--- src/hdl/i2c_alias_remap_map.svh ---
// Register offsets, field positions and reset values of the alias remap slice
`ifndef I2C_ALIAS_REMAP_MAP_SVH
`define I2C_ALIAS_REMAP_MAP_SVH

// Register indices; byte address is four times the index
`define IDX_REMOTE_TARGET_ADDR_5 6'h0d
`define IDX_REMOTE_TARGET_ADDR_6 6'h0e
`define IDX_REMOTE_TARGET_ADDR_7 6'h0f
`define IDX_ALIAS_MATCH_ADDR_0   6'h10
`define IDX_ALIAS_MATCH_ADDR_1   6'h11

// Field layout: 7-bit address in bits 7..1
`define ADDR_FIELD_MSB 7
`define ADDR_FIELD_LSB 1
`define ADDR_WIDTH     7

// Reset values
`define RST_TARGET_ADDR 8'h00
`define RST_ALIAS_ADDR  7'h00
`define ALIAS_DISABLED  7'h00

// Wishbone word size
`define WB_DATA_W 32

`endif

--- src/hdl/i2c_alias_remap_pkg.sv ---
// Types shared by the alias remap slice
package i2c_alias_remap_pkg;

    // Address phase seen by the local I2C engine
    typedef struct packed {
        logic       valid;  // One-cycle pulse per address phase
        logic [6:0] addr;   // 7-bit address from the local bus
        logic       rnw;    // Direction bit of the address byte
    } i2c_req_type;

    // Translated address phase handed to the control channel
    typedef struct packed {
        logic       valid;  // One-cycle pulse, forward this transaction
        logic [6:0] addr;   // Substituted physical address
        logic       rnw;    // Direction carried through
        logic       entry;  // Matching alias entry, 0 or 1
    } i2c_fwd_type;

endpackage
--- src/hdl/i2c_alias_address_remap.sv ---
// Alias-to-physical I2C address translation slice with Wishbone registers
//
// The Wishbone register port was decided locally.
`timescale 1ns/100ps
`default_nettype none
`include "i2c_alias_remap_map.svh"

// Summary of operation
// - Each physical target register holds a 7-bit remote target address in bits 7 to 1.
// - A transaction addressed to alias N has its address replaced by physical address N, or by physical address 0 if both aliases match.
// - Every transaction that matched an alias is forwarded to the control channel.
// - Each alias register programs a decoder for local transactions meant for remote targets.
// - An alias of zero decodes nothing, so its remote target cannot be reached.
// - Alias entry N pairs with physical entry N as the source of the substitute address.
// - All alias and physical registers reset to zero, so both alias entries start disabled.
module i2c_alias_address_remap
    import i2c_alias_remap_pkg::*;
(
    input  wire logic        clk_i,              // 125 MHz system clock
    input  wire logic        rst_i,              // Synchronous reset, active high
    // Wishbone classic slave
    input  wire logic        cyc_i,              // Bus cycle
    input  wire logic        stb_i,              // Strobe
    input  wire logic        we_i,               // Write enable
    input  wire logic [7:0]  adr_i,              // Byte address
    input  wire logic [3:0]  sel_i,              // Byte lanes
    input  wire logic [31:0] dat_i,              // Write data
    output logic      [31:0] dat_o,              // Read data
    output logic             ack_o,              // Acknowledge
    // Physical addresses of entries 0 and 1, held in the neighbouring slice
    input  wire logic [6:0]  phys_addr_0_i,      // Physical address entry 0
    input  wire logic [6:0]  phys_addr_1_i,      // Physical address entry 1
    // Physical entries 5 to 7 handed to the neighbouring matchers
    output logic      [6:0]  target_phys_addr_field_5_o, // Physical address entry 5
    output logic      [6:0]  target_phys_addr_field_6_o, // Physical address entry 6
    output logic      [6:0]  target_phys_addr_field_7_o, // Physical address entry 7
    // Local I2C address phase in, forwarded phase out
    input  wire i2c_req_type req_i,              // Address phase from local engine
    output i2c_fwd_type      fwd_o,              // Translated phase to control channel
    output logic             miss_o              // Pulse: no alias matched
);

    // Nonzero alias equal to the incoming address
    function automatic logic alias_hit(input logic [6:0] alias_v, input logic [6:0] addr_v);
        alias_hit = (alias_v != `ALIAS_DISABLED) && (alias_v == addr_v);
    endfunction

    // Register index of the current bus address
    function automatic logic [5:0] reg_index(input logic [7:0] adr_v);
        reg_index = adr_v[7:2];
    endfunction

    logic [7:0]  phys_ff [3];      // Entries 5..7, bit 0 is plain storage
    logic [6:0]  alias_ff [2];     // Entries 0..1
    logic [6:0]  nxt_alias [2];
    logic [7:0]  nxt_phys [3];
    logic        ack_ff;
    logic [31:0] dat_ff;
    i2c_fwd_type fwd_ff;
    logic        miss_ff;

    // Bus decode
    wire logic       bus_req    = cyc_i & stb_i & ~ack_ff;
    // Write lands on the edge that samples ack, while the master still holds it
    wire logic       bus_wr     = cyc_i & stb_i & ack_ff & we_i & sel_i[0];
    wire logic [5:0] idx        = reg_index(adr_i);
    wire logic       sel_phys5  = (idx == `IDX_REMOTE_TARGET_ADDR_5);
    wire logic       sel_phys6  = (idx == `IDX_REMOTE_TARGET_ADDR_6);
    wire logic       sel_phys7  = (idx == `IDX_REMOTE_TARGET_ADDR_7);
    wire logic       sel_alias0 = (idx == `IDX_ALIAS_MATCH_ADDR_0);
    wire logic       sel_alias1 = (idx == `IDX_ALIAS_MATCH_ADDR_1);
    wire logic [2:0] sel_phys   = {sel_phys7, sel_phys6, sel_phys5};
    wire logic [1:0] sel_alias  = {sel_alias1, sel_alias0};

    // Read mux; unmapped addresses read as zero
    wire logic [7:0] rd_byte =
        sel_phys5  ? phys_ff[0] :
        sel_phys6  ? phys_ff[1] :
        sel_phys7  ? phys_ff[2] :
        sel_alias0 ? {alias_ff[0], 1'b0} :
        sel_alias1 ? {alias_ff[1], 1'b0} : 8'h00;

    genvar gp;
    generate
        for (gp = 0; gp < 3; gp++) begin : g_phys
            assign nxt_phys[gp] = (bus_wr && sel_phys[gp]) ? dat_i[7:0] : phys_ff[gp];
            always_ff @(posedge clk_i) begin
                if (rst_i) phys_ff[gp] <= `RST_TARGET_ADDR;
                else       phys_ff[gp] <= nxt_phys[gp];
            end
        end
    endgenerate

    // alias decoder programming; bit 0 is read-only zero
    genvar ga;
    generate
        for (ga = 0; ga < 2; ga++) begin : g_alias
            assign nxt_alias[ga] = (bus_wr && sel_alias[ga]) ?
                                   dat_i[`ADDR_FIELD_MSB:`ADDR_FIELD_LSB] : alias_ff[ga];
            always_ff @(posedge clk_i) begin
                if (rst_i) alias_ff[ga] <= `RST_ALIAS_ADDR;
                else       alias_ff[ga] <= nxt_alias[ga];
            end
        end
    endgenerate

    // Wishbone answer: ack one cycle after the request, dropped the next
    always_ff @(posedge clk_i) begin
        if (rst_i) begin
            ack_ff <= 1'b0;
            dat_ff <= 32'h0000_0000;
        end else begin
            ack_ff <= bus_req;
            dat_ff <= bus_req ? {24'h00_0000, rd_byte} : 32'h0000_0000;
        end
    end

    wire logic hit0 = alias_hit(alias_ff[0], req_i.addr);
    wire logic hit1 = alias_hit(alias_ff[1], req_i.addr);
    wire logic any_hit = hit0 | hit1;

    // entry 0 wins when both aliases hold the same address
    wire logic [6:0] sub_addr = hit0 ? phys_addr_0_i : phys_addr_1_i;

    // Translation stage; registered so the channel sees a clean pulse
    always_ff @(posedge clk_i) begin
        if (rst_i) begin
            fwd_ff  <= '0;
            miss_ff <= 1'b0;
        end else begin
            fwd_ff.valid <= req_i.valid & any_hit;
            // Address parks at zero between pulses so no stale address leaks out; rnw and entry still update every cycle
            fwd_ff.addr  <= (req_i.valid & any_hit) ? sub_addr : 7'h00;
            fwd_ff.rnw   <= req_i.rnw;
            fwd_ff.entry <= ~hit0;
            miss_ff      <= req_i.valid & ~any_hit;
        end
    end

    assign dat_o                      = dat_ff;
    assign ack_o                      = ack_ff;
    assign fwd_o                      = fwd_ff;
    assign miss_o                     = miss_ff;
    assign target_phys_addr_field_5_o = phys_ff[0][`ADDR_FIELD_MSB:`ADDR_FIELD_LSB];
    assign target_phys_addr_field_6_o = phys_ff[1][`ADDR_FIELD_MSB:`ADDR_FIELD_LSB];
    assign target_phys_addr_field_7_o = phys_ff[2][`ADDR_FIELD_MSB:`ADDR_FIELD_LSB];
endmodule // i2c_alias_address_remap
`default_nettype wire

--- config.mk ---
export PLATFORM = sky130hd
export DESIGN_NAME = i2c_alias_address_remap
export DESIGN_NICKNAME = d
export VERILOG_FILES = /design/src/hdl/i2c_alias_remap_pkg.sv /design/src/hdl/i2c_alias_address_remap.sv
export VERILOG_INCLUDE_DIRS = /design/src /design/src/hdl
export SDC_FILE = /design/constraint.sdc
export NUM_CORES = 1
export LEC_CHECK = 0
export BUFFER_PORTS_ARGS = -buffer_cell sky130_fd_sc_hd__buf_2
export CAP_MARGIN = 0
export CORE_UTILIZATION = 40
export DETAILED_ROUTE_END_ITERATION = 8
export GPL_TIMING_DRIVEN = 0
export MAX_ROUTING_LAYER = met4
export PLACE_DENSITY = 0.68
export SLEW_MARGIN = 20
export SYNTH_ARGS = -nofsm -noshare
export SYNTH_HDL_FRONTEND = slang
export SYNTH_SLANG_ARGS = --single-unit
export TNS_END_PERCENT = 30
--- constraint.sdc ---
create_clock -name clk_i -period 1.92 [get_ports clk_i]
set_input_delay 0 -clock clk_i [delete_from_list [all_inputs] [get_ports clk_i]]
set_output_delay 0 -clock clk_i [all_outputs]
set_load 0.03 [all_outputs]
Word-level counts from Yosys, hierarchy flattened. Memories as Yosys holds them, arrays and structs flattened. Index checks and enable logic that the tools add are counted.

Add/sub/neg operators: 0. Multiply operators: 0. Div/mod/pow operators: 0. Order comparisons: 0. Eq/ne operators: 7. Shifts and indexed selects: 0. Mux-type cells: 19. Bitwise gates (word level): 18. Reductions and logical operators: 11.

Operator list (count): 8-bit two-way mux (11); 7-bit two-way mux (5); 6-bit by 4-bit equality test with 1-bit output, second input constant (3); 7-bit equality test (2); 7-bit nonzero test (2); 6-bit by 5-bit equality test with 1-bit output, second input constant (2); 1-bit bitwise AND (7); 1-bit logical AND (7); 1-bit OR (6); 1-bit inverter (5); 2-bit OR reduction (2); 1-bit two-way mux (3).

Register bits after elaboration: 44. Bits in latches: 0. Memory bits (writable): 38. Memory bits (read-only): 0. Input port bits: 72. Word-level logic and storage cells: 65. Memories kept: 2.

Memory list: phys_ff (words 3, width 8, read ports 3, clocked after Yosys merged registers in 0, wr ports 3, RTL line i2c_alias_address_remap.sv:53) `logic [7:0] phys_ff [3];`; alias_ff (words 2, width 7, read ports 2, clocked after Yosys merged registers in 0, wr ports 2, RTL line i2c_alias_address_remap.sv:54) `logic [6:0] alias_ff [2];`.

Logic depth before layout (Yosys ltp).
Depth after elaboration: 7. Gate-level depth with buffers: 7.

Worst setup path before layout. Ideal clock, no wire load.

Path kind: register -> register. From: register ack_ff (netlist: ack_o). To: memory alias_ff[0][0]. Arrival time: 1657 ps. Data required time: 1792 ps. Slack: 135 ps. Stages on the path, launching flop included: 8. Buffers on the path: 2. Clock period less this slack: 1785 ps. Cell sequence: dfxtp_1 nand3_1 nor2_1 clkbuf_1 and2_1 buf_4 mux2i_1 nor2_1.

RTL lines: start, declared (RTL line i2c_alias_address_remap.sv:57) `logic ack_ff;`; start signal, assigned (RTL line i2c_alias_address_remap.sv:113) `ack_ff <= bus_req;`; end, declared (RTL line i2c_alias_address_remap.sv:54).

==> metrics.txt <==
skew final=8.97 ps; ANT nets after route=0; Combinational Power Share=10.5%; Hold Crit Class=primary input to register; worst rel slew slack=32.2%; clock power share=44.7%; Global Route Usage Sum=22.0%; drt pass-1 iters=4; slowest stage cell, crit path=a2111o_1; clock slew at reported path FFs=70 ps; Initial DRC Count=116; internal power=2.07 mW; Worst EP arrival=1940 ps; CP required=2120 ps; Fillers=639; Slew Viols, Final=0; initial core utilization=41.5%; # clock sinks=58; final-stage net count=519; unrepaired setup endpoints after global routing=false; main flop type after synthesis=dfxtp_1; XOR/XNOR share of the synthesized area=4.02%; # rows=30; CTS Buffer Depth=2; maxcap violations=0; Via density=4.72; TNS Setup=0 ps; Cell Area, Synth=2840 um2; clock latency on the worst-skew pair=330 ps; Die X=86.2 um; Yosys warnings=0; Max VDD drop=283 uV; outcome=completed; worst setup path category=register to register; period utilization=91.0%; worst hold margin=166 ps; DP HPWL=5320 um; flip-flop and latch area=1160 um2; Worst setup EP type=register; area grow syn2layout=38.3%; die area=7430 um2; critical path buffer and inverter count=0; Crit path largest cell delay=500 ps; post-synthesis async set-or-reset flop share=0%; Crit Path Max Fanout=7; GRT Residual Overflow=0; syn avg cell area=9.27 um2; core area=6830 um2; sw frac=23.4%; Routed WL per cell=13.9 um; delay-heaviest family, CP=compound AO/OA/AOI/OAI gates; count of cell types in the netlist=33; worst slew pin tran=1010 ps; Tmin final=1750 ps; Reg power frac=44.7%; total CTS buffers=9; first-pass GRT wire length=12,200 um; leakage power=1.74 nW; H-tree depth=3; root buffer cell=clkbuf_8; final number of hold-violating endpoints=0; multi-input logic area=1350 um2; routed vias=2,589; Setup crit start kind=register; post-synthesis adder-cell area fraction=0%; sw power=631 uW; io pins=137; worst path cell trace=nor4_1 -> a211o_1 -> a2111o_1 -> nand3_1 -> a21oi_1; largest family of logic cells by synthesized area=simple AND/OR/NAND/NOR gates; proportion of layout cells with a drive suffix above 1=36.3%; count of final setup violators=0; initial antenna violation count=0; Die Ht=86.2 um; Highest Clock Rate=572 MHz; Cell Pwr Density=689 nW/um2; largest net degree at the start of global routing=11; synthesized flop and latch total=58; mux cell area share after synthesis=10.9%; DRC=0; PortBufs=82; Simple-Gate Fraction of Synth Area=17.8%; area fraction in compound gates after synthesis=11.6%; Post-synth EDFFs=0; Routed WL=7640 um; Mapped Cells=306; RePlAce Congestion=0.802; post-synthesis sequential area ratio=41.0%; Inserted Diodes=0; vias in the first global route=2,452; CTS tree=done
-- what timing repair did --
| item | in CTS | in global routing |
|---|---|---|
| endpoints found under the hold margin | 25 | 0 |
| setup endpoints to repair | 0 | 16 |
| setup buffers | 0 | 2 |
| hold buffers | 23 | 0 |
| gates resized for setup | 0 | 3 |
-- metrics by stage --
step | power (mW) | utilization, % | cells | instance area [um2] | worst slack (ps)
4_1_cts | 2.71 | 57.1 | 546 | 3900 | 64.7
5_1_grt | 2.79 | 57.4 | 548 | 3920 | 58.7
2_1_floorplan | 1.39 | - | 329 | 2920 | 135
3_3_place_gp | 1.47 | 50.5 | 507 | 3450 | 141
6_report | 2.70 | 57.4 | 548 | 3920 | 173
3_5_place_dp | 1.48 | 50.5 | 507 | 3450 | 82.2
-- flip-flops by register name, indices dropped and copies added, names as in the netlist --
register,flops
phys_ff,24
ack_o,1
fwd_o,10
dat_o,8
miss_o,1
alias_ff,14
-- cell usage after synthesis (all sizes together), types with 8 or more instances --
cell / instances / area [um2]
dfxtp: 58 / 1160
buf: 54 / 387
nor2: 36 / 135
mux2i: 31 / 310
nand2: 20 / 77.6
nand3: 17 / 85.1
a21oi: 15 / 75.1
xnor2: 11 / 96.3
nor2b: 8 / 50.1
-- layout make-up --
class                   instances  share of cell area [%]
clock buffers                  15                    4.76
plain buffers                  61                    10.6
multi-input cells             210                    34.5
clock inverters                 1                   0.766
repair buffers                107                    16.7
flip-flops and latches         58                    29.6
well taps                      96                    3.06
-- path summary, 6_finish.rpt --
check	start	to	slack, ps	depth (start not counted)
setup reg to reg	alias_ff[0][0]$_SDFFE_PP0P_	fwd_o[2]$_SDFF_PP0_	170	5
hold reg to reg	phys_ff[0][0]$_SDFFE_PP0P_	phys_ff[0][0]$_SDFFE_PP0P_	460	2
hold / removal	adr_i[2]	phys_ff[1][2]$_SDFFE_PP0P_	170	4
setup / recovery	alias_ff[0][0]$_SDFFE_PP0P_	fwd_o[2]$_SDFF_PP0_	170	5
-- layout by cell type (no fill, tap or decap), types with 2 or more instances in the layout --
master         count
nand3_1           17
and3_1             2
nor3_1             2
xor2_1             2
nor2b_1            8
o221a_2            7
clkbuf_8          13
and3b_1            2
conb_1            24
mux2i_1           31
nor4_1             3
and2_1             4
buf_2             88
dfxtp_1           58
nor2_1            36
nand4_1            2
xnor2_1           11
a221o_1            7
dlygate4sd3_1     23
a22oi_1            7
nand2_1           19
clkbuf_1           8
a21oi_1           15
buf_4             49
-- layer usage --
metal	wire length (um)	share of wire, %	vias to the layer above	GRT usage, %
li1	-	-	1273	-
met1	3370	44	1167	27.2
met2	3510	46	124	33.8
met3	509	6.7	25	5.52
met4	250	3.3	0	9.85
met5	0	0	-	-
-- cell families (layout without fill, tap and decap cells) --
| group | after synthesis | after routing |
|---|---|---|
| AOI/OAI and AO/OA | 40 | 40 |
| xor gates and xnor gates | 13 | 13 |
| buffers and inverters | 61 | 184 |
| DFF | 58 | 58 |
| muxes | 31 | 31 |
| other | 1 | 24 |
| and+or+nand+nor | 102 | 102 |
-- power by group through the flow --
| stage | registers [mW] | logic (mW) | clock network (mW) |
|---|---|---|---|
| 2_1_floorplan | 1.25 | 0.150 | 0 |
| 3_3_place_gp | 1.24 | 0.239 | 0 |
| 3_5_place_dp | 1.24 | 0.241 | 0 |
| 4_1_cts | 1.21 | 0.278 | 1.22 |
| 5_1_grt | 1.21 | 0.303 | 1.28 |
| 6_report | 1.21 | 0.284 | 1.21 |
-- worst register-to-register path, cell delays in order, from the launching register on --
cell,delay [ps]
dfxtp_1,430
nor4_1,100
a211o_1,350
a2111o_1,500
nand3_1,140
a21oi_1,100
No activity file was read; power rests on OpenSTA's default activity.
